--- src/design/imc_consts.svh ---
/*
 * holds the register offsets, field positions, reset values and codes of the
 * two-wire master control slice.
 * assumes it is included by its bare name wherever these constants are needed.
 */
`ifndef IMC_CONSTS_SVH
`define IMC_CONSTS_SVH

// ****************************************************************
// register byte offsets
// ****************************************************************
`define IMC_OFS_INT_ENABLE 12'h304
`define IMC_OFS_INT_DISABLE 12'h308
`define IMC_OFS_ERROR_SOURCE 12'h4C4
`define IMC_OFS_UNIT_ENABLE 12'h500
`define IMC_OFS_EVENT_STATUS 12'h600

// ****************************************************************
// event bit positions, shared by enable, disable and status
// ****************************************************************
`define IMC_BIT_HALTED 1
`define IMC_BIT_RX_READY 2
`define IMC_BIT_TX_SENT 7
`define IMC_BIT_ERROR 9
`define IMC_BIT_BYTE_BOUNDARY 14
`define IMC_BIT_PAUSED 18

// ****************************************************************
// error source bit positions
// ****************************************************************
`define IMC_BIT_OVERRUN 0
`define IMC_BIT_ADDR_NACK 1
`define IMC_BIT_DATA_NACK 2

// ****************************************************************
// unit enable field, reset values and bit counter marks
// ****************************************************************
`define IMC_UNIT_FIELD_W 4
`define IMC_UNIT_ON_CODE 4'h5
`define IMC_UNIT_OFF_CODE 4'h0
`define IMC_RST_EVENTS 6'h00
`define IMC_RST_ERRORS 3'h0
`define IMC_ACK_BIT_NUM 4'h9
`define IMC_LAST_DATA_BIT 4'h8

`endif

--- src/design/imc_pkg.sv ---
/*
 * holds the types of the two-wire master control slice.
 * assumes the constants header is compiled alongside.
 */
package imc_pkg;

  // ****************************************************************
  // transfer phase on the link
  // ****************************************************************
  typedef enum logic [1:0] {
    IMC_PH_IDLE,
    IMC_PH_ADDRESS,
    IMC_PH_DATA
  } imc_phase_t;

  // ****************************************************************
  // internal event index order
  // ****************************************************************
  typedef logic [5:0] imc_events_t;
  typedef logic [2:0] imc_errors_t;

endpackage

--- src/design/imc_sync.sv ---
/*
 * holds a two flip-flop synchroniser for single-bit levels.
 * assumes the input comes from outside the pclk domain and idles high.
 */
`timescale 1ns/10ps

module imc_sync (
  // clock and reset
  input wire logic pclk,
  input wire logic presetn,
  // level in and out
  input wire logic async_in,
  output logic sync_out
);

  logic meta_q; // first stage, read only by the second

  // ****************************************************************
  // two stage capture
  // ****************************************************************
  always_ff @(posedge pclk or negedge presetn) begin
    if (!presetn) begin
      // idle-high reset level, so no false edge follows reset
      meta_q <= 1'b1;
      sync_out <= 1'b1;
    end else begin
      meta_q <= async_in;
      sync_out <= meta_q;
    end
  end

endmodule

--- src/design/imc_sticky.sv ---
/*
 * holds a bank of sticky flags where a set beats a clear in the same cycle.
 * assumes set and clear are on the pclk domain.
 */
`timescale 1ns/10ps

module imc_sticky #(
  parameter int W = 1
) (
  // clock and reset
  input wire logic pclk,
  input wire logic presetn,
  // per-bit set and clear
  input wire logic [W-1:0] set,
  input wire logic [W-1:0] clr,
  output logic [W-1:0] flag_q
);

  // ****************************************************************
  // set wins over clear
  // ****************************************************************
  always_ff @(posedge pclk or negedge presetn) begin
    if (!presetn) begin
      flag_q <= '0;
    end else begin
      flag_q <= set | (flag_q & ~clr);
    end
  end

endmodule

--- src/design/imc_ctrl.sv ---
/*
 * holds the control and status slice of the two-wire master: apb registers,
 * event interrupts, error sources, unit enable and ack-slot watching on the link.
 * assumes the shifter drives the event pulses on pclk and the bus pins arrive
 * asynchronously.
 */
// Overview of operation
// - writing one disables event interrupt; reads enabled
// - paused only after read ack when requested
// - overrun when byte arrives before previous read
// - address nack flag sticks until one written
// - data nack flag sticks until one written
// - unit on at code five, off otherwise
`timescale 1ns/10ps
`include "imc_consts.svh"

module imc_ctrl (
  // clock and reset
  input wire logic pclk,
  input wire logic presetn,
  // apb slave
  input wire logic psel,
  input wire logic penable,
  input wire logic pwrite,
  input wire logic [11:0] paddr,
  input wire logic [31:0] pwdata,
  output logic [31:0] prdata,
  output logic pready,
  output logic pslverr,
  // events from the shifter
  input wire logic bus_halted_event,
  input wire logic rx_byte_ready_event,
  input wire logic tx_byte_sent_event,
  input wire logic rx_hold_read,
  input wire logic xfer_start,
  input wire logic read_txn,
  input wire logic pause_req,
  // bus pins
  input wire logic scl_in,
  input wire logic sda_in,
  // outputs
  output logic irq,
  output logic two_wire_unit_on,
  output logic byte_boundary_event,
  output logic paused_event,
  output logic error_event
);

  // ****************************************************************
  // declarations
  // ****************************************************************
  logic scl_s; // synchronised clock line
  logic sda_s; // synchronised data line
  logic scl_prev_q; // last synchronised clock level
  logic scl_rise; // rising edge seen
  logic scl_fall; // falling edge seen
  logic [3:0] bit_cnt_q; // bits of the current byte
  logic nack_q; // ack slot sampled high
  logic pause_pend_q; // pause requested, not yet served
  logic rx_pend_q; // received byte not yet read
  imc_pkg::imc_phase_t phase_q; // address or data phase
  logic ack_done; // ack slot just ended
  logic [`IMC_UNIT_FIELD_W-1:0] unit_field_q; // unit enable field
  imc_pkg::imc_events_t inten_q; // interrupt enables
  imc_pkg::imc_events_t ev_set; // event pulses this cycle
  imc_pkg::imc_events_t ev_stat; // sticky event status
  imc_pkg::imc_events_t ev_clr; // read clear of status
  imc_pkg::imc_events_t stat_seen_q; // status bits shown to the reader
  imc_pkg::imc_errors_t err_set; // error sets this cycle
  imc_pkg::imc_errors_t err_clr; // software clears
  imc_pkg::imc_errors_t err_q; // error source flags
  logic setup; // apb setup cycle
  logic access; // apb access completes
  logic wr; // write completes
  logic rd; // read completes
  logic [31:0] rd_val; // read mux
  logic mapped; // address decodes
  logic unit_on; // decoded enable

  // spread six events over their word positions
  function automatic logic [31:0] imc_pack(input imc_pkg::imc_events_t e);
    logic [31:0] w;
    w = 32'h0000_0000;
    w[`IMC_BIT_HALTED] = e[0];
    w[`IMC_BIT_RX_READY] = e[1];
    w[`IMC_BIT_TX_SENT] = e[2];
    w[`IMC_BIT_ERROR] = e[3];
    w[`IMC_BIT_BYTE_BOUNDARY] = e[4];
    w[`IMC_BIT_PAUSED] = e[5];
    return w;
  endfunction
  // gather six events from their word positions
  function automatic imc_pkg::imc_events_t imc_unpack(input logic [31:0] w);
    imc_pkg::imc_events_t e;
    e = {w[`IMC_BIT_PAUSED], w[`IMC_BIT_BYTE_BOUNDARY], w[`IMC_BIT_ERROR],
         w[`IMC_BIT_TX_SENT], w[`IMC_BIT_RX_READY], w[`IMC_BIT_HALTED]};
    return e;
  endfunction

  // ****************************************************************
  // pin synchronisers
  // ****************************************************************
  imc_sync u_sync_scl (
    .pclk(pclk),
    .presetn(presetn),
    .async_in(scl_in),
    .sync_out(scl_s)
  );
  imc_sync u_sync_sda (
    .pclk(pclk),
    .presetn(presetn),
    .async_in(sda_in),
    .sync_out(sda_s)
  );
  // edge finder on the synchronised clock line
  always_ff @(posedge pclk or negedge presetn) begin
    if (!presetn) begin
      scl_prev_q <= 1'b1;
    end else begin
      scl_prev_q <= scl_s;
    end
  end
  assign scl_rise = scl_s & ~scl_prev_q;
  assign scl_fall = ~scl_s & scl_prev_q;
  assign unit_on = (unit_field_q == `IMC_UNIT_ON_CODE);
  assign ack_done = unit_on & scl_fall & (bit_cnt_q == `IMC_ACK_BIT_NUM);

  // ****************************************************************
  // byte and ack-slot tracking
  // ****************************************************************
  // bit counter and nack sample
  always_ff @(posedge pclk or negedge presetn) begin
    if (!presetn) begin
      bit_cnt_q <= 4'h0;
      nack_q <= 1'b0;
    end else if (!unit_on || xfer_start) begin
      bit_cnt_q <= 4'h0;
      nack_q <= 1'b0;
    end else if (ack_done) begin
      bit_cnt_q <= 4'h0;
    end else if (scl_rise && phase_q != imc_pkg::IMC_PH_IDLE) begin
      bit_cnt_q <= bit_cnt_q + 4'h1;
      // ack slot sampled on its rising edge
      if (bit_cnt_q == `IMC_LAST_DATA_BIT) begin
        nack_q <= sda_s;
      end
    end
  end
  // phase: the first byte after a start is the address
  always_ff @(posedge pclk or negedge presetn) begin
    if (!presetn) begin
      phase_q <= imc_pkg::IMC_PH_IDLE;
    end else if (!unit_on || bus_halted_event) begin
      phase_q <= imc_pkg::IMC_PH_IDLE;
    end else if (xfer_start) begin
      phase_q <= imc_pkg::IMC_PH_ADDRESS;
    end else if (ack_done) begin
      phase_q <= imc_pkg::IMC_PH_DATA;
    end
  end
  // pause request held until a read ack slot serves it or the unit goes off
  always_ff @(posedge pclk or negedge presetn) begin
    if (!presetn) begin
      pause_pend_q <= 1'b0;
    end else if (pause_req) begin
      pause_pend_q <= 1'b1;
    end else if (paused_event || !unit_on) begin
      pause_pend_q <= 1'b0;
    end
  end
  // link event pulses
  always_ff @(posedge pclk or negedge presetn) begin
    if (!presetn) begin
      byte_boundary_event <= 1'b0;
      paused_event <= 1'b0;
    end else begin
      byte_boundary_event <= ack_done;
      paused_event <= ack_done & read_txn & pause_pend_q & (phase_q == imc_pkg::IMC_PH_DATA);
    end
  end

  // ****************************************************************
  // error sources
  // ****************************************************************
  // received byte waiting for software
  always_ff @(posedge pclk or negedge presetn) begin
    if (!presetn) begin
      rx_pend_q <= 1'b0;
    end else if (rx_byte_ready_event) begin
      rx_pend_q <= 1'b1;
    end else if (rx_hold_read) begin
      rx_pend_q <= 1'b0;
    end
  end
  always_comb begin
    err_set = `IMC_RST_ERRORS;
    // new byte over an unread one
    err_set[`IMC_BIT_OVERRUN] = rx_byte_ready_event & rx_pend_q & ~rx_hold_read;
    err_set[`IMC_BIT_ADDR_NACK] = ack_done & nack_q & (phase_q == imc_pkg::IMC_PH_ADDRESS);
    err_set[`IMC_BIT_DATA_NACK] = ack_done & nack_q & ~read_txn &
                                  (phase_q == imc_pkg::IMC_PH_DATA);
  end
  assign err_clr = (wr && paddr == `IMC_OFS_ERROR_SOURCE) ? pwdata[2:0] : `IMC_RST_ERRORS;
  imc_sticky #(.W(3)) u_err (
    .pclk(pclk),
    .presetn(presetn),
    .set(err_set),
    .clr(err_clr),
    .flag_q(err_q)
  );
  // error on a newly set flag
  always_ff @(posedge pclk or negedge presetn) begin
    if (!presetn) begin
      error_event <= 1'b0;
    end else begin
      error_event <= |(err_set & ~err_q);
    end
  end

  // ****************************************************************
  // events and interrupt
  // ****************************************************************
  assign ev_set = {paused_event, byte_boundary_event, error_event,
                   tx_byte_sent_event, rx_byte_ready_event, bus_halted_event};
  assign ev_clr = (rd && paddr == `IMC_OFS_EVENT_STATUS) ? stat_seen_q : `IMC_RST_EVENTS;
  imc_sticky #(.W(6)) u_stat (
    .pclk(pclk),
    .presetn(presetn),
    .set(ev_set),
    .clr(ev_clr),
    .flag_q(ev_stat)
  );
  always_ff @(posedge pclk or negedge presetn) begin
    if (!presetn) begin
      inten_q <= `IMC_RST_EVENTS;
    end else if (wr && paddr == `IMC_OFS_INT_ENABLE) begin
      inten_q <= inten_q | imc_unpack(pwdata);
    end else if (wr && paddr == `IMC_OFS_INT_DISABLE) begin
      inten_q <= inten_q & ~imc_unpack(pwdata);
    end
  end
  // level interrupt from unmasked status
  always_ff @(posedge pclk or negedge presetn) begin
    if (!presetn) begin
      irq <= 1'b0;
    end else begin
      irq <= |((ev_stat | ev_set) & inten_q & ~ev_clr);
    end
  end
  always_ff @(posedge pclk or negedge presetn) begin
    if (!presetn) begin
      unit_field_q <= `IMC_UNIT_OFF_CODE;
      two_wire_unit_on <= 1'b0;
    end else begin
      if (wr && paddr == `IMC_OFS_UNIT_ENABLE) begin
        unit_field_q <= pwdata[`IMC_UNIT_FIELD_W-1:0];
      end
      two_wire_unit_on <= unit_on;
    end
  end

  // ****************************************************************
  // apb slave
  // ****************************************************************
  assign setup = psel & ~penable;
  assign access = psel & penable & pready;
  assign wr = access & pwrite;
  assign rd = access & ~pwrite;
  // read mux, latched at setup
  always_comb begin
    rd_val = 32'h0000_0000;
    mapped = 1'b1;
    unique case (paddr)
      `IMC_OFS_INT_ENABLE: rd_val = imc_pack(inten_q);
      `IMC_OFS_INT_DISABLE: rd_val = imc_pack(inten_q);
      `IMC_OFS_ERROR_SOURCE: rd_val = {29'h0, err_q};
      `IMC_OFS_UNIT_ENABLE: rd_val = {28'h0, unit_field_q};
      `IMC_OFS_EVENT_STATUS: rd_val = imc_pack(ev_stat);
      default: mapped = 1'b0;
    endcase
  end
  // no wait state: ready in the first access cycle
  always_ff @(posedge pclk or negedge presetn) begin
    if (!presetn) begin
      pready <= 1'b0;
      pslverr <= 1'b0;
      prdata <= 32'h0000_0000;
      stat_seen_q <= `IMC_RST_EVENTS;
    end else begin
      pready <= setup;
      pslverr <= setup & ~mapped;
      if (setup) begin
        prdata <= pwrite ? 32'h0000_0000 : rd_val;
        stat_seen_q <= ev_stat;
      end
    end
  end
endmodule

--- config.mk ---
export PLATFORM = sky130hd
export DESIGN_NAME = imc_ctrl
export DESIGN_NICKNAME = d
export VERILOG_FILES = /design/src/design/imc_pkg.sv /design/src/design/imc_sync.sv /design/src/design/imc_sticky.sv /design/src/design/imc_ctrl.sv
export VERILOG_INCLUDE_DIRS = /design/src /design/src/design
export SDC_FILE = /design/constraint.sdc
export NUM_CORES = 1
export LEC_CHECK = 0
export BUFFER_PORTS_ARGS = -buffer_cell sky130_fd_sc_hd__buf_4
export CAP_MARGIN = 5
export CORE_ASPECT_RATIO = 1.2
export CORE_MARGIN = 8
export CORE_UTILIZATION = 44
export CTS_CLUSTER_DIAMETER = 120
export DETAILED_ROUTE_END_ITERATION = 6
export PLACE_DENSITY = 0.78
export SETUP_SLACK_MARGIN = 0.02
export SYNTH_ARGS = -nofsm -noshare
export SYNTH_HDL_FRONTEND = slang
export SYNTH_SLANG_ARGS = --single-unit
--- constraint.sdc ---
create_clock -name pclk -period 1.6 [get_ports pclk]
set_input_delay 0.08 -clock pclk [delete_from_list [all_inputs] [get_ports pclk]]
set_output_delay 0.08 -clock pclk [all_outputs]
set_load 0.02 [all_outputs]
# [After elaboration in Yosys (flattened, before gate mapping)]
# Index checks and enable logic that the tools add are counted.
[word_totals] register_bits=78 latchBits=0 mem_bits_rw=0 mem_bits_ro=0 inputBits=58 out_inout_bits=39 wordCells=119 mem_count=0
[classes] add_sub_neg=1 n_mul=0 div=0 order_cmp=0 eq_ne=11 shift=0 n_mux=21 bitwise_logic=40 n_reduce_logical=23
[op_table] cell="19-bit one-hot mux with 4 select lines" n=1
[op_table] cell="12-bit by 11-bit equality test with 1-bit output, second input constant" n=3
[op_table] cell="32-bit 2-to-1 mux" n=1
[op_table] cell="6-bit AND" n=4
[op_table] cell="12-bit by 10-bit equality test with 1-bit output, second input constant" n=2
[op_table] cell="1-bit AND" n=19
[op_table] cell="6-bit 2-to-1 mux" n=3
[op_table] cell="6-bit OR" n=3
[op_table] cell="4-bit 2-to-1 mux" n=3
[op_table] cell="6-bit NOT" n=2
[op_table] cell="2-bit nonzero test" n=6
[op_table] cell="1-bit 2-to-1 mux" n=9
[op_table] cell="4-bit equality test, second input constant" n=2
[op_table] cell="1-bit NOT" n=7
[op_table] cell="3-bit AND" n=2
[op_table] cell="1-bit logical AND" n=6
[op_table] cell="2-bit 2-to-1 mux" n=3
[op_table] cell="3-bit NOT" n=2
[op_table] cell="3-bit nonzero test" n=2
[op_table] cell="6-bit OR reduction" n=1
[op_table] cell="5-bit OR reduction" n=1
[op_table] cell="4-bit by 1-bit adder with 4-bit output, second input constant" n=1
[op_table] cell="4-bit by 3-bit equality test with 1-bit output, second input constant" n=1
[op_table] cell="1-bit logical OR" n=3
[op_table] cell="9 further kinds" n=9

# [Logic depth before layout (Yosys ltp)]
# Gate-level depths: netlist (run 1).
[logic_depth] word_depth=9 depth_mapped=8 mapped_depth_nobuf=8

# [By module]
# From an unflattened synthesis (run 1), not the netlist that was laid out.
[hier_totals] hier_cells=244 area_unflattened_um2=2678.8
[modules_own_cells] module="imc_ctrl" instances=1 cells_per_inst=213 area_per_inst_um2=2247.2
[modules_own_cells] module="imc_sticky (u_stat)" instances=1 cells_per_inst=18 area_per_inst_um2=217.7
[modules_own_cells] module="imc_sticky (u_err)" instances=1 cells_per_inst=9 area_per_inst_um2=108.9
[modules_own_cells] module="imc_sync" instances=2 cells_per_inst=2 area_per_inst_um2=52.6

# [Worst setup path before layout (run 1)]
# Ideal clock, no wire load.
[synth_timing] path_type="input to register" startpoint="in paddr[2]" endpoint="reg u_stat.flag_q[0]" t_arrival_ns=1.693 required_time_ns=1.482 path_slack_ns=-0.211 stages=5 path_buffers=0 path_cell_list="or4b_1 -> or4_1 -> nor3_2 -> nand2_1 -> a21o_1"
[synth_via] elab_chain_cells=6
[synth_lines] item="from (decl)" line="imc_ctrl.sv:25" rtl="input wire logic [11:0] paddr,"
[synth_lines] item="12-bit by 11-bit equality test with 1-bit output"
[synth_lines] item="1-bit logical AND (no source line)"
[synth_lines] item="6-bit 2-to-1 mux (no source line)"
[synth_lines] item="6-bit NOT" line="imc_sticky.sv:26" rtl="flag_q <= set | (flag_q & ~clr);"
[synth_lines] item="6-bit AND" line="imc_sticky.sv:26"
[synth_lines] item="6-bit OR" line="imc_sticky.sv:26"
[synth_lines] item="to (signal assigned)" line="imc_sticky.sv:26"
[synth_lines] item="to (decl)" line="imc_sticky.sv:16" rtl="output logic [W-1:0] flag_q"
# No other way between the ends.
# A chain may end at the register's enable or synchronous reset.

# [Worst setup path after layout (run 1)]
[layout_timing] startpoint="reg bit_cnt_q[1]" endpoint="reg error_event"
[layout_via] elab_chain_cells=7 word_cells_on_any_way=8 classes_between="1 x eq/ne; 6 x bitwise; 1 x reduce/logical"
[layout_lines] item="from (decl)" line="imc_ctrl.sv:57" rtl="logic [3:0] bit_cnt_q;"
[layout_lines] item="from (signal assigned)" line="imc_ctrl.sv:142" rtl="bit_cnt_q <= bit_cnt_q + 4'h1;"
[layout_lines] item="4-bit equality test (no source line) (*)"
[layout_lines] item="1-bit AND (*)" line="imc_ctrl.sv:126" rtl="assign ack_done = unit_on & scl_fall & (bit_cnt_q == `IMC_ACK_BIT_NUM);"
[layout_lines] item="net ack_done" line="imc_ctrl.sv:62" rtl="logic ack_done;"
[layout_lines] item="1-bit AND (*)" line="imc_ctrl.sv:199, imc_ctrl.sv:200"
[layout_lines] item="1-bit AND (2 in series)" line="imc_ctrl.sv:200" rtl="err_set[`IMC_BIT_DATA_NACK] = ack_done & nack_q & ~read_txn &"
[layout_lines] item="3-bit AND (*)" line="imc_ctrl.sv:216" rtl="error_event <= |(err_set & ~err_q);"
[layout_lines] item="3-bit OR reduction (*)" line="imc_ctrl.sv:216"
[layout_lines] item="to (signal assigned)" line="imc_ctrl.sv:216"
[layout_lines] item="to (decl)" line="imc_ctrl.sv:46" rtl="output logic error_event"
# Mark *: on every way through the listed nets, which the timed path passes. The rest lies on a longest branch.

==> results of run 1 <==
## worst max path at each step
| stage | startpoint | to | slack [ps] |
|---|---|---|---|
| after detailed placement | paddr[5] | u_stat.flag_q[4]$_DFF_PN0_ | -390 |
| after CTS | paddr[11] | u_stat.flag_q[1]$_DFF_PN0_ | -30 |
| after global placement | paddr[5] | u_stat.flag_q[0]$_DFF_PN0_ | -360 |
| after floorplan | paddr[5] | prdata[0]$_DFFE_PN0P_ | -180 |
| final | bit_cnt_q[1]$_DFFE_PN0P_ | error_event$_DFF_PN0_ | -40 |
| after global routing | bit_cnt_q[1]$_DFFE_PN0P_ | error_event$_DFF_PN0_ | -120 |
## final cells by class
class	count	share of cell area, %
sequential	54	38.06
multi-input combinational	171	35.50
inverter	10	1.122
tap	82	2.876
clock buffer	6	2.034
timing repair buffer	87	19.36
clock inverter	2	1.052
## layer usage
metal  share of wire (%)  global-route usage (%)  wire [um]  up-vias
met2                  51                   24.44       3165       61
li1                    -                       -          -      982
met4                 1.5                   4.781         95        0
met3                 6.6                   4.568        411       10
met5                   0                       0          0        -
met1                  41                   15.99       2525      986
## placed cells by master, fill, tap and decap left out, types with 7 or more instances in the layout
cell type,instances
dlygate4sd3_1,9
buf_4,74
conb_1,24
mux2_2,16
dfrtp_1,49
nand2_1,27
o21ai_1,7
nor2_1,8
o21ai_0,7
a21o_1,9
inv_1,8
## power groups by stage
stage	combinational, mW	sequential (mW)	clock [mW]
floorplan	0.146	1.44	0
global placement	0.245	1.44	0
detailed placement	0.248	1.44	0
CTS	0.268	1.41	0.914
global route	0.297	1.42	0.974
finish	0.276	1.41	0.893
## repair_timing
item	CTS	global route
pin swaps	19	7
buffers inserted	0	1
setup endpoints to repair	17	22
endpoints found under the hold margin	59	1
hold buffers	8	1
resized for setup	13	10
## cells by family after synthesis
family                   after synthesis  synth area share [%]
buffers and inverters                 37                 8.706
multiplexers                          18                 7.612
adder cells (fa/ha/maj)                3                 1.427
XOR/XNOR                               4                 1.332
AO/OA/AOI/OAI                         41                 10.80
AND/OR/NAND/NOR                       81                 18.36
flip-flops                            54                 51.62
other                                  1                0.1426
## critical path: cells and delay by family (launching register included)
kind | cells | cell delay, ps
AND/OR/NAND/NOR | 4 | 730
flip-flops | 1 | 390
AO/OA/AOI/OAI | 1 | 180
buffers and inverters | 2 | 160
adder cells (fa/ha/maj) | 1 | 120
==> reports/results.ini, run 1 <==
[sta]
postLayoutSetupSlackWorst_ps=-41.83
slew_violations=0
finalCritPeriodShare_pct=102.6
setup_viol_count_final=1
slew_headroom_pct=56.02
final_critical_period_ps=1642
tightest_slew_ps=659.8
timing.fmax_ghz=0.6091
fin_setup_tns_ps=-41.83
unrepaired_setup_endpoints_after_global_routing=true
hold-worst-slack_ps=12.90
clock_skews_ps=14.80
timing_hold_violations_final=0

[critical_path]
cp_slowest_stage_delay_ps=390
worstPathArrival_ps=1890
crit_fanout=2
setup.worst_path.end_class=register
worst_setup_path_start_kind=register
r2r-start=bit_cnt_q[1]$_DFFE_PN0P_
worstReg2RegEnd=error_event$_DFF_PN0_
critPathKind=reg -> reg
reg2regPathDepth=8
required_ps=1840
path_cells=inv_2 -> ha_4 -> nand4b_1 -> or3_4 -> inv_4 -> nand2_4 -> nor3b_4 -> a221o_1
critical-path-slowest-cell=dfrtp_1
r2r_setup_slack_ps=-40

[clocking]
clk_transition_reported_paths_ps=90
cts_buffer_depth=2
htreeDepth=2
clockRootBuffer=clkbuf_8
clk_latency_ps=310
tritoncts.num_buffers=5
tritoncts=yes
clock_sink_count=54

[run]
max_cap_viol_count=0

[placed_design]
placed_area_sq_mm=0.003256
place_hpwl_um=4744
gp_congestion=0.9124
io_buffers=48
placed_cells_incl_taps=394
dpl_worst_slack_ps=-390.5

[power_and_ir_drop]
switching_share_pct=23.17
p_switching_mw=0.5984
ir_worst_vdd_v=0.0006262
fin_total_pwr_mw=2.583
power.static_leakage_nw=1.646
power.internal_mw=1.984
power_frac_comb_pct=10.7
clock_power_share_pct=34.6
share_seq_of_total_power_pct=54.8
power.density_mw_per_mm2=724.0

[layout]
filler_cell_count=516
multi_input_area_sq_mm=0.001266
fin_util_pct=60.51
layout-drive-gt1-share_pct=41.52
antenna-diode-count=0
final_cell_area_sq_mm=0.003567
non_filler_cells_in_the_finished_layout=412
sequential_cell_area_sq_mm=0.001358
layout.nets=390
area.growth.synth_to_final_pct=35.63

[global_route]
gr-total-overflow=0
antenna_found_initial=0
grt_pass1_wl_um=9749
grt_pass1_vias=2101
largest_net_degree_at_the_start_of_global_routing=55
grtUsageTotal_pct=14.17

[synth]
synth_top_area_share_pct=46.62
synth_warnings=0
post_synth.cell_area_avg_sq_um=11.00
netlist_top_cells_count=dfrtp_1 (49), nand2_1 (28), buf_4 (24), mux2_2 (16)
synthArstFlopShare_pct=100.0
yosysUniqueCellTypes=47
seq_area_frac_synth_pct=51.62
synth_enable_flop_cells=0
synth_seq_cells=54
synth_area_sq_mm=0.002630
yosys_top_cell_by_area=dfrtp_1
post_synth_main_area_contributors=dfrtp_1 (47%), buf_4 (6.9%), mux2_2 (6.9%)
synthMostInstantiatedCell=dfrtp_1
syn_inst=239
main_synth_ff_type=dfrtp_1

[outcome]
violations=negative setup slack
status=finished, violations left

[drt]
residual_drc=0
post_drt_via_cell_ratio=4.949
detailedRoute.firstIterationViolations=89
vias=2039
number_of_antenna_violating_nets_in_the_routed_design=0
total_detailed_routing_wirelength_um=6198
dr.pass1.iters=4
detail_route.wl_per_cell_um=15.04

[die]
num_rows=31
io-pin-count=97
core_outline_area_sq_mm=0.005896
die_height_um=100.7
dieArea_sq_mm=0.008717
die_width_um=86.58
initial_core_util_pct=44.61

[hold_path]
min_delay_path_class=in -> reg
timing.hold.worst_path_depth=2
start_point_of_the_worst_hold_path=pwdata[3]
worstHoldEndpoint=unit_field_q[3]$_DFFE_PN0P_

No activity file was read; power rests on OpenSTA's default activity.
==> run 2, diff against run 1 <==
--- a/config.mk
+++ b/config.mk
@@ -13,6 +13,7 @@
 export CORE_UTILIZATION = 44
 export CTS_CLUSTER_DIAMETER = 120
 export DETAILED_ROUTE_END_ITERATION = 6
+export MAX_ROUTING_LAYER = met4
 export PLACE_DENSITY = 0.78
 export SETUP_SLACK_MARGIN = 0.02
 export SYNTH_ARGS = -nofsm -noshare
==> reports/results.ini, run 2 (synthesis results as in run 1) <==
[outcome]
status=finished, final reports clean

[drt]
post_drt_via_cell_ratio=4.912
residual_drc=0
dr.pass1.iters=4
number_of_antenna_violating_nets_in_the_routed_design=0
total_detailed_routing_wirelength_um=6080
vias=2019
detail_route.wl_per_cell_um=14.79
detailedRoute.firstIterationViolations=112

[clocking]
cts_buffer_depth=2
clockRootBuffer=clkbuf_8
clk_transition_reported_paths_ps=90
tritoncts.num_buffers=5
clock_sink_count=54
clk_latency_ps=310
htreeDepth=2
tritoncts=yes

[critical_path]
critical_path.startpoint=unit_field_q[1]$_DFFE_PN0P_
r2r-start=unit_field_q[1]$_DFFE_PN0P_
worstPathArrival_ps=1850
reg2regPathDepth=6
critical_path.endpoint=error_event$_DFF_PN0_
required_ps=1850
setup.worst_path.end_class=register
critPathKind=reg -> reg
crit_fanout=2
r2r_setup_slack_ps=1
worst_setup_path_start_kind=register
worstReg2RegEnd=error_event$_DFF_PN0_

[die]
initial_core_util_pct=44.61
die_width_um=86.58
dieArea_sq_mm=0.008717
core_outline_area_sq_mm=0.005896
num_rows=31
die_height_um=100.7
io-pin-count=97

[global_route]
grt_pass1_wl_um=9749
grt_pass1_vias=2063
grtUsageTotal_pct=14.47
gr-total-overflow=0
antenna_found_initial=0
largest_net_degree_at_the_start_of_global_routing=55

[power_and_ir_drop]
power_frac_comb_pct=11.3
p_switching_mw=0.6216
fin_total_pwr_mw=2.448
clock_power_share_pct=30.9
power.internal_mw=1.826
ir_worst_vdd_v=0.0007032
power.static_leakage_nw=1.641
power.density_mw_per_mm2=691.0
share_seq_of_total_power_pct=57.8
switching_share_pct=25.40

[sta]
setup_viol_count_final=0
slew_headroom_pct=55.90
final_critical_period_ps=1599
timing.fmax_ghz=0.6255
postLayoutSetupSlackWorst_ps=1.301
unrepaired_setup_endpoints_after_global_routing=true
tightest_slew_ps=661.5
finalCritPeriodShare_pct=99.92
timing_hold_violations_final=0
slew_violations=0
clock_skews_ps=9.183

[placed_design]
placed_cells_incl_taps=393
gp_congestion=0.8999
place_hpwl_um=4786
dpl_worst_slack_ps=-380.2
io_buffers=48

[layout]
layout_common_cells=buf_4 (72), dfrtp_1 (49), nand2_1 (27), conb_1 (24), mux2_2 (16)
filler_cell_count=503
mostFrequentLayoutCell=buf_4
non_filler_cells_in_the_finished_layout=411
layout-drive-gt1-share_pct=41.03
layout.nets=389
fin_util_pct=60.08
antenna-diode-count=0
area.growth.synth_to_final_pct=34.68

[hold_path]
min_delay_path_class=in -> reg

[run]
max_cap_viol_count=0

[run 2: worst min-delay path by stage]
stage	slack, ps	to	start	cells past startpoint
finish	9	unit_field_q[3]$_DFFE_PN0P_	pwdata[3]	2
detailed placement	160	unit_field_q[0]$_DFFE_PN0P_	presetn	1
global placement	150	unit_field_q[3]$_DFFE_PN0P_	presetn	1
floorplan	-220	async pin	presetn	0
global route	0.2	unit_field_q[3]$_DFFE_PN0P_	pwdata[3]	2
CTS	0.6	unit_field_q[3]$_DFFE_PN0P_	pwdata[3]	2
[run 2: critical path, cell delays in order, from the launching register on]
cell and delay (ps):
dfrtp_1 390, nand4bb_4 250, or3_4 410, inv_4 80
nand2_4 50, nor3b_2 200, a221o_1 170
[run 2: power by group through the flow]
stage	combinational (mW)	clock (mW)	sequential [mW]
after floorplan	0.146	0	1.44
after global placement	0.244	0	1.44
after detailed placement	0.251	0	1.44
after CTS	0.270	0.781	1.41
after global routing	0.301	0.839	1.42
final	0.277	0.755	1.42
[run 2: final cells by class]
cell class | count | area [sq um] | share of cell area, %
Tap cell | 82 | 102.6 | 2.896
Sequential cell | 54 | 1358 | 38.33
Timing Repair Buffer | 86 | 686.9 | 19.39
Clock inverter | 3 | 21.27 | 0.6005
Multi-Input combinational cell | 171 | 1265 | 35.71
Clock buffer | 5 | 68.82 | 1.943
Inverter | 10 | 40.04 | 1.130
[run 2: per-stage QoR]
| step | setup TNS, ps | area, sq um | hold slack [ps] |
|---|---|---|---|
| 6_report | 0 | 3542 | 9.417 |
| 5_1_grt | -145.8 | 3542 | 0.1881 |
| 4_1_cts | -4.289 | 3461 | 0.6133 |
| 3_5_place_dp | -7385 | 3248 | 162.6 |
| 3_3_place_gp | -6730 | 3248 | 147.6 |
| 2_1_floorplan | -2417 | 2766 | -215.6 |
[run 2: per-layer routing]
| layer | vias to the layer above | global-route usage, % | share of wire [%] |
|---|---|---|---|
| met3 | 8 | 3.834 | 6.8 |
| met2 | 61 | 22.91 | 50 |
| li1 | 978 | - | - |
| met1 | 972 | 17.74 | 42 |
| met5 | - | - | 0 |
| met4 | 0 | 4.117 | 1.5 |
[run 2: timing repair]
action | CTS | global route
setup buffers | 0 | 1
endpoints found under the setup margin | 15 | 25
hold endpoints to repair | 60 | 0
pin swaps | 18 | 5
hold buffers | 9 | 0
gates resized for setup | 8 | 14
gates cloned | 0 | 0
